<file path="src/rba_pkg.sv">
/*
 * Shared constants and types for the register bit access bank.
 * Assumes one system clock, a synchronous active-low hardware reset and a
 * synchronous software reset pulse supplied by the surrounding device.
 */
`default_nettype none

package rba_pkg;

    // ------------------------------------------------------------
    // Word layout
    // ------------------------------------------------------------
    localparam int unsigned REG_WIDTH  = 16;
    localparam int unsigned NUM_FIELDS = 12;

    localparam int unsigned BIT_READ_WRITE      = 0;
    localparam int unsigned BIT_READ_ONLY       = 1;
    localparam int unsigned BIT_WRITE_ONLY      = 2;
    localparam int unsigned BIT_WRITE_ONE_CLEAR = 3;
    localparam int unsigned BIT_WRITE_ANY_CLEAR = 4;
    localparam int unsigned BIT_CLEAR_ON_READ   = 5;
    localparam int unsigned BIT_LATCH_LOW       = 6;
    localparam int unsigned BIT_LATCH_HIGH      = 7;
    localparam int unsigned BIT_SELF_CLEAR      = 8;
    localparam int unsigned BIT_SELF_SET        = 9;
    localparam int unsigned BIT_STICKY_HIGH     = 10;
    localparam int unsigned BIT_KEEP_SOFT       = 11;

    // Latch-low and self-setting bits rest at one.
    localparam logic [REG_WIDTH-1:0] FIELD_RESET = 16'h0240;
    // Bits that survive a software reset.
    localparam logic [REG_WIDTH-1:0] KEEP_MASK   = 16'h0800;

    // ------------------------------------------------------------
    // Access behaviours
    // ------------------------------------------------------------
    typedef enum logic [3:0] {
        ACC_READ_WRITE         = 4'h0,
        ACC_READ_ONLY          = 4'h1,
        ACC_WRITE_ONLY         = 4'h2,
        ACC_WRITE_ONE_CLEAR    = 4'h3,
        ACC_WRITE_ANY_TO_CLEAR = 4'h4,
        ACC_CLEAR_ON_READ      = 4'h5,
        ACC_LATCH_LOW          = 4'h6,
        ACC_LATCH_HIGH         = 4'h7,
        ACC_SELF_CLEARING      = 4'h8,
        ACC_SELF_SETTING       = 4'h9,
        ACC_STICKY_HIGH        = 4'hA
    } rba_access_t;

    typedef struct packed {
        logic q;
    } rba_field_state_t;

    typedef struct packed {
        logic [REG_WIDTH-1:0] rd_data;
        logic                 rd_valid;
    } rba_bank_state_t;

    function automatic rba_access_t rba_field_access(input int unsigned idx);
        case (idx)
            BIT_READ_ONLY:       return ACC_READ_ONLY;
            BIT_WRITE_ONLY:      return ACC_WRITE_ONLY;
            BIT_WRITE_ONE_CLEAR: return ACC_WRITE_ONE_CLEAR;
            BIT_WRITE_ANY_CLEAR: return ACC_WRITE_ANY_TO_CLEAR;
            BIT_CLEAR_ON_READ:   return ACC_CLEAR_ON_READ;
            BIT_LATCH_LOW:       return ACC_LATCH_LOW;
            BIT_LATCH_HIGH:      return ACC_LATCH_HIGH;
            BIT_SELF_CLEAR:      return ACC_SELF_CLEARING;
            BIT_SELF_SET:        return ACC_SELF_SETTING;
            BIT_STICKY_HIGH:     return ACC_STICKY_HIGH;
            default:             return ACC_READ_WRITE;
        endcase
    endfunction

endpackage

`default_nettype wire

</file>
<file path="src/rba_field.sv">
/*
 * One storage bit with a selectable access behaviour.
 * Assumes write and read strobes are one-cycle pulses on clk_sys and that
 * hardware event and condition inputs are synchronous to clk_sys.
 */
`default_nettype none

module rba_field
    import rba_pkg::*;
#(
    parameter rba_access_t ACCESS    = ACC_READ_WRITE,
    parameter logic        RESET_VAL = 1'h0,
    parameter logic        KEEP      = 1'h0
) (
    // Clock and resets
    input  wire logic clk_sys,
    input  wire logic rst_n,
    input  wire logic soft_rst,
    // Software access
    input  wire logic wr_en,
    input  wire logic wr_bit,
    input  wire logic rd_en,
    // Hardware side
    input  wire logic hw_set,
    input  wire logic hw_cond,
    output logic      q
);

    localparam rba_field_state_t RESET_STATE = '{q: RESET_VAL};

    rba_field_state_t state;
    rba_field_state_t next_state;

    // ------------------------------------------------------------
    // Next state
    // ------------------------------------------------------------
    always_comb begin
        next_state = state;
        case (ACCESS)
            ACC_READ_WRITE, ACC_WRITE_ONLY: begin
                if (wr_en) begin
                    next_state.q = wr_bit;
                end
            end
            ACC_READ_ONLY: begin
                next_state.q = hw_cond;
            end
            ACC_WRITE_ONE_CLEAR: begin
                // The event is applied last so that it wins over a clear.
                if (wr_en && wr_bit) begin
                    next_state.q = 1'h0;
                end
                if (hw_set) begin
                    next_state.q = 1'h1;
                end
            end
            ACC_WRITE_ANY_TO_CLEAR: begin
                if (wr_en) begin
                    next_state.q = 1'h0;
                end
                if (hw_set) begin
                    next_state.q = 1'h1;
                end
            end
            ACC_CLEAR_ON_READ, ACC_LATCH_HIGH: begin
                if (rd_en) begin
                    next_state.q = 1'h0;
                end
                if (hw_set) begin
                    next_state.q = 1'h1;
                end
            end
            ACC_LATCH_LOW: begin
                // A low seen during the read cycle stays latched.
                next_state.q = rd_en ? hw_cond : (state.q & hw_cond);
            end
            ACC_STICKY_HIGH: begin
                next_state.q = rd_en ? hw_cond : (state.q | hw_cond);
            end
            ACC_SELF_CLEARING: begin
                next_state.q = 1'h0;
                if (wr_en && wr_bit) begin
                    next_state.q = 1'h1;
                end
            end
            ACC_SELF_SETTING: begin
                next_state.q = 1'h1;
                if (wr_en && !wr_bit) begin
                    next_state.q = 1'h0;
                end
            end
            default: begin
                next_state = state;
            end
        endcase
        if (soft_rst && !KEEP) begin
            next_state = RESET_STATE;
        end
    end

    // ------------------------------------------------------------
    // Storage
    // ------------------------------------------------------------
    always_ff @(posedge clk_sys) begin
        if (!rst_n) begin
            state <= RESET_STATE;
        end else begin
            state <= next_state;
        end
    end

    assign q = state.q;

endmodule

`default_nettype wire

</file>
<file path="src/rba_bank.sv">
/*
 * Register word built from bit primitives, one of each access behaviour,
 * with a registered read port and a software reset.
 * Assumes the enclosing device decodes the address and raises wr_en or rd_en
 * for one clk_sys cycle per access to this word.
 */
`default_nettype none

// Notes on behaviour
// - Read-only bit reads its value; writes leave it unchanged.
// - Write-only bit stores writes; its read value is not to be relied on.
// - Write-one-to-clear bit clears on a written one, ignores a zero.
// - Write-any-to-clear field clears on any write, whatever the data.
// - Clear-on-read field returns its value, then clears; writes do nothing.
// - Latch-low bit holds its low until the word is read; read reloads it from its condition.
// - Latch-high bit holds its high until the word is read; read clears it.
// - Self-clearing bit returns to zero by itself; writing zero is ignored.
// - Self-setting bit returns to one by itself; writing one is ignored.
// - Sticky high status stays high until read, then follows its condition.
// - Unread sticky high status stays high though its condition has gone.
// - Bits kept on soft reset change only on hardware reset or writes.

module rba_bank
    import rba_pkg::*;
#(
    parameter int unsigned WIDTH  = REG_WIDTH,
    parameter int unsigned FIELDS = NUM_FIELDS
) (
    // Clock and resets
    input  wire logic             clk_sys,
    input  wire logic             rst_n,
    input  wire logic             soft_rst,
    // Software access to the word
    input  wire logic             wr_en,
    input  wire logic [WIDTH-1:0] wr_data,
    input  wire logic             rd_en,
    output logic      [WIDTH-1:0] rd_data,
    output logic                  rd_valid,
    // Hardware events and conditions, one per bit
    input  wire logic [WIDTH-1:0] hw_set,
    input  wire logic [WIDTH-1:0] hw_cond,
    // Current bit values towards the device logic
    output logic      [WIDTH-1:0] field_q
);

    rba_bank_state_t  state;
    rba_bank_state_t  next_state;
    logic [WIDTH-1:0] read_word;

    // ------------------------------------------------------------
    // Bit primitives
    // ------------------------------------------------------------
    for (genvar i = 0; i < WIDTH; i++) begin : g_bit
        if (i < FIELDS) begin : g_field
            rba_field #(
                .ACCESS    (rba_field_access(i)),
                .RESET_VAL (FIELD_RESET[i]),
                .KEEP      (KEEP_MASK[i])
            ) u_field (
                .clk_sys (clk_sys),
                .rst_n   (rst_n),
                .soft_rst(soft_rst),
                .wr_en   (wr_en),
                .wr_bit  (wr_data[i]),
                .rd_en   (rd_en),
                .hw_set  (hw_set[i]),
                .hw_cond (hw_cond[i]),
                .q       (field_q[i])
            );
            // Write-only data is hidden on reads so software cannot lean on it.
            if (rba_field_access(i) == ACC_WRITE_ONLY) begin : g_hide
                assign read_word[i] = 1'h0;
            end else begin : g_show
                assign read_word[i] = field_q[i];
            end
        end else begin : g_reserved
            // Reserved bits hold no state: writes are dropped and reads give zero.
            assign field_q[i]   = 1'h0;
            assign read_word[i] = 1'h0;
        end
    end

    // ------------------------------------------------------------
    // Read port
    // ------------------------------------------------------------
    // The word is captured on the same edge that clears the read-sensitive
    // bits, so the read returns the value from before the clear.
    always_comb begin
        next_state          = state;
        next_state.rd_valid = rd_en;
        if (rd_en) begin
            next_state.rd_data = read_word;
        end
    end

    always_ff @(posedge clk_sys) begin
        if (!rst_n) begin
            state <= '0;
        end else begin
            state <= next_state;
        end
    end

    assign rd_data  = state.rd_data;
    assign rd_valid = state.rd_valid;

    // ------------------------------------------------------------
    // Checks
    // ------------------------------------------------------------
    chk_read_only_hold: assert property (
        @(posedge clk_sys) disable iff (!rst_n)
        !soft_rst |=> field_q[BIT_READ_ONLY] == $past(hw_cond[BIT_READ_ONLY])
    ) else $error("read-only bit did not follow its source");

    chk_write_only_hidden: assert property (
        @(posedge clk_sys) disable iff (!rst_n)
        rd_en && !soft_rst |=> rd_valid && rd_data[BIT_WRITE_ONLY] == 1'h0
    ) else $error("write-only bit leaked onto the read port");

    chk_write_only_store: assert property (
        @(posedge clk_sys) disable iff (!rst_n)
        wr_en && !soft_rst |=> field_q[BIT_WRITE_ONLY] == $past(wr_data[BIT_WRITE_ONLY])
    ) else $error("write-only bit did not take the written value");

    chk_w1c_clear: assert property (
        @(posedge clk_sys) disable iff (!rst_n)
        wr_en && wr_data[BIT_WRITE_ONE_CLEAR] && !hw_set[BIT_WRITE_ONE_CLEAR] && !soft_rst
        |=> !field_q[BIT_WRITE_ONE_CLEAR]
    ) else $error("write-one-to-clear bit not cleared");

    chk_w1c_zero_kept: assert property (
        @(posedge clk_sys) disable iff (!rst_n)
        field_q[BIT_WRITE_ONE_CLEAR] && !(wr_en && wr_data[BIT_WRITE_ONE_CLEAR]) && !soft_rst
        |=> field_q[BIT_WRITE_ONE_CLEAR]
    ) else $error("write-one-to-clear bit lost without a written one");

    chk_w1c_set_wins: assert property (
        @(posedge clk_sys) disable iff (!rst_n)
        hw_set[BIT_WRITE_ONE_CLEAR] && !soft_rst |=> field_q[BIT_WRITE_ONE_CLEAR]
    ) else $error("event lost against a write-one clear");

    chk_any_write_clear: assert property (
        @(posedge clk_sys) disable iff (!rst_n)
        wr_en && !hw_set[BIT_WRITE_ANY_CLEAR] && !soft_rst
        |=> !field_q[BIT_WRITE_ANY_CLEAR]
    ) else $error("write-any-to-clear field not cleared by a write");

    chk_any_clear_kept: assert property (
        @(posedge clk_sys) disable iff (!rst_n)
        field_q[BIT_WRITE_ANY_CLEAR] && !wr_en && !soft_rst |=> field_q[BIT_WRITE_ANY_CLEAR]
    ) else $error("write-any-to-clear field lost without a write");

    chk_cor_read_value: assert property (
        @(posedge clk_sys) disable iff (!rst_n)
        rd_en && !soft_rst
        |=> rd_data[BIT_CLEAR_ON_READ] == $past(field_q[BIT_CLEAR_ON_READ])
            && field_q[BIT_CLEAR_ON_READ] == $past(hw_set[BIT_CLEAR_ON_READ])
    ) else $error("clear-on-read field returned or cleared wrongly");

    chk_cor_write_none: assert property (
        @(posedge clk_sys) disable iff (!rst_n)
        field_q[BIT_CLEAR_ON_READ] && wr_en && !rd_en && !soft_rst
        |=> field_q[BIT_CLEAR_ON_READ]
    ) else $error("write disturbed a clear-on-read field");

    chk_latch_low_hold: assert property (
        @(posedge clk_sys) disable iff (!rst_n)
        !field_q[BIT_LATCH_LOW] && !rd_en && !soft_rst
        ##0 hw_cond[BIT_LATCH_LOW] [*1]
        |=> !field_q[BIT_LATCH_LOW]
    ) else $error("latch-low bit released before a read");

    chk_latch_low_read: assert property (
        @(posedge clk_sys) disable iff (!rst_n)
        rd_en && !soft_rst |=> field_q[BIT_LATCH_LOW] == $past(hw_cond[BIT_LATCH_LOW])
    ) else $error("latch-low bit not refreshed by a read");

    chk_latch_high_hold: assert property (
        @(posedge clk_sys) disable iff (!rst_n)
        field_q[BIT_LATCH_HIGH] && !rd_en && !soft_rst |=> field_q[BIT_LATCH_HIGH]
    ) else $error("latch-high bit released before a read");

    chk_latch_high_read: assert property (
        @(posedge clk_sys) disable iff (!rst_n)
        rd_en && !hw_set[BIT_LATCH_HIGH] && !soft_rst |=> !field_q[BIT_LATCH_HIGH]
    ) else $error("latch-high bit not cleared by a read");

    chk_self_clear_pulse: assert property (
        @(posedge clk_sys) disable iff (!rst_n)
        wr_en && wr_data[BIT_SELF_CLEAR] && !soft_rst
        ##1 !(wr_en && wr_data[BIT_SELF_CLEAR])
        |-> field_q[BIT_SELF_CLEAR] ##1 !field_q[BIT_SELF_CLEAR]
    ) else $error("self-clearing bit did not pulse for one cycle");

    chk_self_clear_zero: assert property (
        @(posedge clk_sys) disable iff (!rst_n)
        !(wr_en && wr_data[BIT_SELF_CLEAR]) |=> !field_q[BIT_SELF_CLEAR]
    ) else $error("self-clearing bit set without a written one");

    chk_self_set_return: assert property (
        @(posedge clk_sys) disable iff (!rst_n)
        !(wr_en && !wr_data[BIT_SELF_SET]) |=> field_q[BIT_SELF_SET]
    ) else $error("self-setting bit did not return to one");

    chk_self_set_clear: assert property (
        @(posedge clk_sys) disable iff (!rst_n)
        wr_en && !wr_data[BIT_SELF_SET] && !soft_rst |=> !field_q[BIT_SELF_SET]
    ) else $error("self-setting bit ignored a written zero");

    chk_sticky_follow: assert property (
        @(posedge clk_sys) disable iff (!rst_n)
        rd_en && !soft_rst
        |=> field_q[BIT_STICKY_HIGH] == $past(hw_cond[BIT_STICKY_HIGH])
            && rd_data[BIT_STICKY_HIGH] == $past(field_q[BIT_STICKY_HIGH])
    ) else $error("sticky status wrong after a read");

    chk_sticky_unread: assert property (
        @(posedge clk_sys) disable iff (!rst_n)
        (field_q[BIT_STICKY_HIGH] && !rd_en && !soft_rst) [*2]
        |=> field_q[BIT_STICKY_HIGH]
    ) else $error("unread sticky status dropped");

    chk_keep_on_soft: assert property (
        @(posedge clk_sys) disable iff (!rst_n)
        soft_rst && !wr_en |=> $stable(field_q[BIT_KEEP_SOFT])
    ) else $error("kept bit changed on a software reset");

    chk_soft_defaults: assert property (
        @(posedge clk_sys) disable iff (!rst_n)
        soft_rst
        |=> field_q[BIT_READ_WRITE] == FIELD_RESET[BIT_READ_WRITE]
            && field_q[BIT_SELF_SET] == FIELD_RESET[BIT_SELF_SET]
            && field_q[BIT_LATCH_LOW] == FIELD_RESET[BIT_LATCH_LOW]
    ) else $error("software reset did not load defaults");

    chk_hard_defaults: assert property (
        @(posedge clk_sys)
        !rst_n |=> field_q == FIELD_RESET && !rd_valid
    ) else $error("hardware reset did not load defaults");

    chk_reserved_zero: assert property (
        @(posedge clk_sys) disable iff (!rst_n)
        rd_valid |-> (rd_data >> FIELDS) == '0
    ) else $error("reserved bits read non-zero");

    chk_read_only_read: assert property (
        @(posedge clk_sys) disable iff (!rst_n)
        rd_en |=> rd_data[BIT_READ_ONLY] == $past(field_q[BIT_READ_ONLY])
    ) else $error("read-only bit read back wrongly");

    chk_read_valid_once: assert property (
        @(posedge clk_sys) disable iff (!rst_n)
        !rd_en |=> !rd_valid
    ) else $error("read valid without a read");

    chk_read_data_hold: assert property (
        @(posedge clk_sys) disable iff (!rst_n)
        !rd_en |=> $stable(rd_data)
    ) else $error("read data changed without a read");

    // A set that meets a clear in one cycle must win, or an event would be lost.
    chk_any_set_wins: assert property (
        @(posedge clk_sys) disable iff (!rst_n)
        hw_set[BIT_WRITE_ANY_CLEAR] && !soft_rst
        |=> field_q[BIT_WRITE_ANY_CLEAR]
    ) else $error("event lost against a write-any clear");

    chk_cor_set_wins: assert property (
        @(posedge clk_sys) disable iff (!rst_n)
        hw_set[BIT_CLEAR_ON_READ] && !soft_rst
        |=> field_q[BIT_CLEAR_ON_READ]
    ) else $error("event lost against a clearing read");

    chk_latch_high_set: assert property (
        @(posedge clk_sys) disable iff (!rst_n)
        hw_set[BIT_LATCH_HIGH] && !soft_rst |=> field_q[BIT_LATCH_HIGH]
    ) else $error("latch-high bit missed its event");

    chk_latch_low_catch: assert property (
        @(posedge clk_sys) disable iff (!rst_n)
        !hw_cond[BIT_LATCH_LOW] && !soft_rst
        |=> !field_q[BIT_LATCH_LOW]
    ) else $error("latch-low bit missed a low condition");

    chk_sticky_catch: assert property (
        @(posedge clk_sys) disable iff (!rst_n)
        hw_cond[BIT_STICKY_HIGH] && !soft_rst |=> field_q[BIT_STICKY_HIGH]
    ) else $error("sticky status missed its condition");

    chk_keep_takes_write: assert property (
        @(posedge clk_sys) disable iff (!rst_n)
        wr_en |=> field_q[BIT_KEEP_SOFT] == $past(wr_data[BIT_KEEP_SOFT])
    ) else $error("kept bit did not take a write");

    chk_self_clear_set: assert property (
        @(posedge clk_sys) disable iff (!rst_n)
        wr_en && wr_data[BIT_SELF_CLEAR] && !soft_rst |=> field_q[BIT_SELF_CLEAR]
    ) else $error("self-clearing bit ignored a written one");

endmodule

`default_nettype wire

</file>
<file path="config.mk">
export PLATFORM = sky130hd
export DESIGN_NAME = rba_bank
export DESIGN_NICKNAME = d
export VERILOG_FILES = /design/src/rba_pkg.sv /design/src/rba_field.sv /design/src/rba_bank.sv
export SDC_FILE = /design/constraint.sdc
export NUM_CORES = 1
export LEC_CHECK = 0
export BUFFER_PORTS_ARGS = -buffer_cell sky130_fd_sc_hd__clkbuf_2
export CAP_MARGIN = 0
export CORE_ASPECT_RATIO = 1.5
export CORE_UTILIZATION = 39
export CTS_CLUSTER_DIAMETER = 200
export CTS_CLUSTER_SIZE = 14
export DETAILED_ROUTE_END_ITERATION = 12
export PLACE_DENSITY = 0.83
export SLEW_MARGIN = 10
export SYNTH_ARGS = -nofsm -noshare
export SYNTH_HDL_FRONTEND = slang
export SYNTH_HIERARCHICAL = 1
export SYNTH_SLANG_ARGS = --single-unit
</file>
<file path="constraint.sdc">
create_clock -name clk_sys -period 1.5 [get_ports clk_sys]
set_input_delay 0 -clock clk_sys [delete_from_list [all_inputs] [get_ports clk_sys]]
set_output_delay 0 -clock clk_sys [all_outputs]
set_load 0.03 [all_outputs]
</file>
Yosys cells after proc, flatten, opt, wreduce, memory -nomap -nowiden
Cells that the tools add are included.
W data, S select, Z words.
- flip-flop bits (word level): 24
- input bits: 53
- output and inout port bits: 33
- word-level logic and storage cells: 37
- multiplexer cells: 11
- bitwise logic cells: 3
- reduce and logical (&&, ||, !) cells: 9
- operators by type and width (operator ; count):
    $mux W1 ; 11
    $reduce_bool A2 Y1 ; 4
    $logic_and A1 B1 Y1 ; 3
    $reduce_or A2 Y1 ; 1
    $and A1 B1 Y1 ; 1
    $logic_not A1 Y1 ; 1
    $not A1 Y1 ; 1
    $or A1 B1 Y1 ; 1

Depth between registers and ports, before layout
- depth after elaboration: 3
- gate-level depth with buffers: 3
- gate-level depth less buffers: 2

Modules after synthesis
Netlist, hierarchy kept.
- by module, submodules not included (module ; times used ; cells an instance ; area each (um2)):
    rba_bank ; 1 ; 47 ; 513.0
    rba_field (g_bit[10].g_field.u_field ...) ; 4 ; 4 ; 40.0
    rba_field (g_bit[0].g_field.u_field ...) ; 2 ; 3 ; 42.5
    rba_field (g_bit[3].g_field.u_field) ; 1 ; 4 ; 41.3
    rba_field (g_bit[11].g_field.u_field) ; 1 ; 3 ; 36.3
    rba_field (g_bit[6].g_field.u_field) ; 1 ; 3 ; 32.5
    rba_field (g_bit[9].g_field.u_field) ; 1 ; 2 ; 31.3
    rba_field (g_bit[8].g_field.u_field) ; 1 ; 2 ; 30.0
    rba_field (g_bit[1].g_field.u_field) ; 1 ; 2 ; 28.8

Worst setup path after synthesis
OpenSTA, ideal clock, no wires.
- path type: register to register
- start: reg, netlist name g_bit[3].g_field.u_field/q
- end: reg g_bit[3].g_field.u_field.state
- arrival: 0.814 ns
- path slack: 0.628 ns
- stages on the path, launching flop included: 3
- buffers on the path: 0
- period minus slack after synthesis: 0.872 ns
- path through: dfxtp_1 a21boi_1 o211a_1
- RTL lines (item ; line ; RTL):
    end signal, assigned ; rba_field.sv:108 ; state <= next_state;
    end, declared ; rba_field.sv:31 ; rba_field_state_t state;

Worst setup path after layout
- start: in wr_data[9]
- end: reg g_bit[9].g_field.u_field.state
- longest elaborated chain between the ends: 3
- RTL lines (item ; line ; RTL):
    start, declared ; rba_bank.sv:35 ; input wire logic [WIDTH-1:0] wr_data,
    $logic_not A1 Y1 ; rba_field.sv:88 ; if (wr_en && !wr_bit) begin
    $logic_and A1 B1 Y1 ; rba_field.sv:88 ;
    $mux W1 ; rba_field.sv:88 ;
    end signal, assigned ; rba_field.sv:108 ;
    end, declared ; rba_field.sv:31 ;
No other way between the ends.
A chain may end at the register's enable or synchronous reset.

==> summary.txt <==
Finish
  • Register area: a little under 500 um2
  • Commonest non-fill, non-tap cell in the layout: clkbuf_2
  • Post-layout util: 0.5627
  • Area of the multi-input gates: 406.6 um2
  • Most frequent cells in the layout: clkbuf_2, dfxtp_1, nor2b_1
  • Number of fill cells: 205
  • Area Growth Syn to Fin: 34.20%
  • Antenna cells: 0
  • Final net count: 192
  • Share of layout cells above drive strength 1: 0.3478

GRT
  • Largest net degree at the start of global routing: 25
  • First-pass GRT wire length: 3118 um
  • Gr ovfl total: 0
  • Total GRT Usage: 0.1478
  • Vias in the first global route: 685
  • Antenna violations before repair: 0

Synth
  • Simple-Gate Fraction of Synth Area: 0.1775
  • Largest family of logic cells by synthesized area: simple AND/OR/NAND/NOR gates
  • Post-synthesis register bit count: 24
  • Compound-gate portion of the synthesized area: 0.06527
  • Synth Area in Adders: 0
  • Post-synthesis cell type count: 17
  • Post-synthesis xor/xnor area fraction: 0
  • Synth warnings: 6
  • Avg Inst Size Synth: 11.28 um2
  • Fraction of the yosys area taken by sequential cells: 0.5013
  • Syn Inst Count: 85
  • Post-synthesis cell area: ~960 um2
  • Post-synthesis mux area share: 0.1462

STA
  • Final Cycle Share: 0.8268
  • RSZ-0062 raised after global routing: false
  • Final Hold Viols: 0
  • Max Freq: between 800 and 900 MHz
  • Min Tclk post-route: 1.240 ns
  • Final worst setup slack: 0.2597 ns
  • Worst Skew: 0.003505 ns
  • Slew Limit Fails: 0
  • Final setup TNS: 0 ns
  • Setup violations, final: 0

Clocking
  • Htree depth: 1
  • Post-CTS Setup Repair Bufs: 0
  • CTS Buffer Depth: 2
  • Cts bufs inserted: 3
  • CTS tree: built
  • Hold_buf cts: 11
  • Cts repair resizes: 0
  • Worst skew pair latency: approximately 0.3 ns
  • CTS sink cnt: 24
  • Root Buffer: clkbuf_4
  • Clock Pin Slew Worst Setup and Hold Paths: 0.13 ns

Routing
  • Final WL: 1960 um
  • DR pass1 iterations: 4
  • Detailed-route via count: 731
  • Remaining DRCs: 0
  • Drt via density: 4.540
  • Drt initial violations: 11
  • Average wire per standard cell: 12.17 um
  • Final antenna-violating net count: 0

Floorplan
  • Core Area: approximately 0.0023 mm2
  • Die Ht: 62.72 um
  • Initial Utilization: 0.4193
  • Die area: 0.002664 mm2
  • Ports: 86
  • FP Rows: 21
  • Die width: about 42 um

Pwr
  • Leakage: between 0.6 and 0.7 nW
  • PwrDens: approximately 960 mW/mm2
  • Peak supply drop: around 650 uV

Setup path
  • Setup CP Type: in2reg
  • Peak fanout along the critical path: 1
  • Setup crit start kind: primary input
  • CP required: 1.71 ns
  • CP Capture Type: flop
  • Arr. time, crit path: 1.45 ns

Place
  • Final GP Congestion: between 0.7 and 0.8
  • DP HPWL: between 1000 and 1500 um
  • Worst slack at placement: 0.6773 ns
  • # port buffers: just over 40

Min path
  • Hold Crit Class: in2reg

Run
  • Max Cap Viol: 0

Outcome
  • Run status: finished clean
metrics by stage:
step	total power, mW	area [um2]	hold slack [ns]	cells
CTS	1.239	1286	0.004724	161
floorplan	0.8411	988.4	0.06951	93
finish	1.229	1286	0.02504	161
global route	1.279	1286	0.01964	161
detailed placement	0.8883	1140	0.2175	146
global placement	0.8821	1140	0.2155	146
sequential cells by signal, summed over array words and instances, names as in the netlist:
| signal | flops |
|---|---|
| g_bit.g_field.u_field/q | 12 |
| rd_data | 11 |
| rd_valid | 1 |
worst max-delay path, stage by stage:
cell	delay, ns
dlygate4sd3_1	0.55
clkbuf_2	0.11
nand4bb_1	0.20
dlygate4sd3_1	0.59
cells in the mapped netlist, drive strengths merged:
library cell,number,area share
buf,10,0.082
nand3b,1,0.0078
a21boi,1,0.0078
o21ai,1,0.0052
and4b,1,0.010
and3b,1,0.0091
mux2i,14,0.15
clkbuf,1,0.0039
conb,1,0.0039
nor3b,2,0.026
o211a,5,0.052
nor2b,16,0.10
and2,1,0.0078
dfxtp,24,0.50
nand4bb,1,0.012
inv,5,0.020
path summary, 6_finish.rpt:
kind / startpoint / endpoint / slack [ns] / cells past startpoint
max: wr_data[9] / g_bit[9].g_field.u_field/q$_SDFF_PP1_ / 0.26 / 4
min: wr_data[0] / g_bit[0].g_field.u_field/q$_SDFFE_PP0P_ / 0.03 / 3
max reg2reg: g_bit[10].g_field.u_field/q$_SDFF_PP0_ / g_bit[10].g_field.u_field/q$_SDFF_PP0_ / 0.72 / 2
min reg2reg: rd_data[1]$_SDFFE_PN0P_ / rd_data[1]$_SDFFE_PN0P_ / 0.53 / 2
power breakdown:
part           leakage (nW)  total [mW]  switching (mW)  internal, mW
clock                0.0210       0.333           0.185         0.148
combinational         0.473       0.218           0.135        0.0838
sequential            0.197       0.677          0.0149         0.662
logic make-up after synthesis:
group | Yosys count
flops | 24
simple gates | 23
buf+inv | 16
mux | 14
compound gates | 7
other cells | 1
layout make-up:
class	count	area share
repair buffers	52	0.2451
inverters	5	0.01459
multi-input cells	53	0.3161
flip-flops and latches	24	0.3735
clock buffers	4	0.02821
well taps	23	0.02237
metal layers:
| layer | GRT usage | vias up | wire length (um) |
|---|---|---|---|
| met5 | 0 | - | 0 |
| met1 | 0.1938 | 325 | 848 |
| met2 | 0.2462 | 33 | 1005 |
| met3 | 0.02023 | 2 | 91 |
| li1 | - | 371 | - |
| met4 | 0.04688 | 0 | 14 |
(Power assumes the default switching activity.)
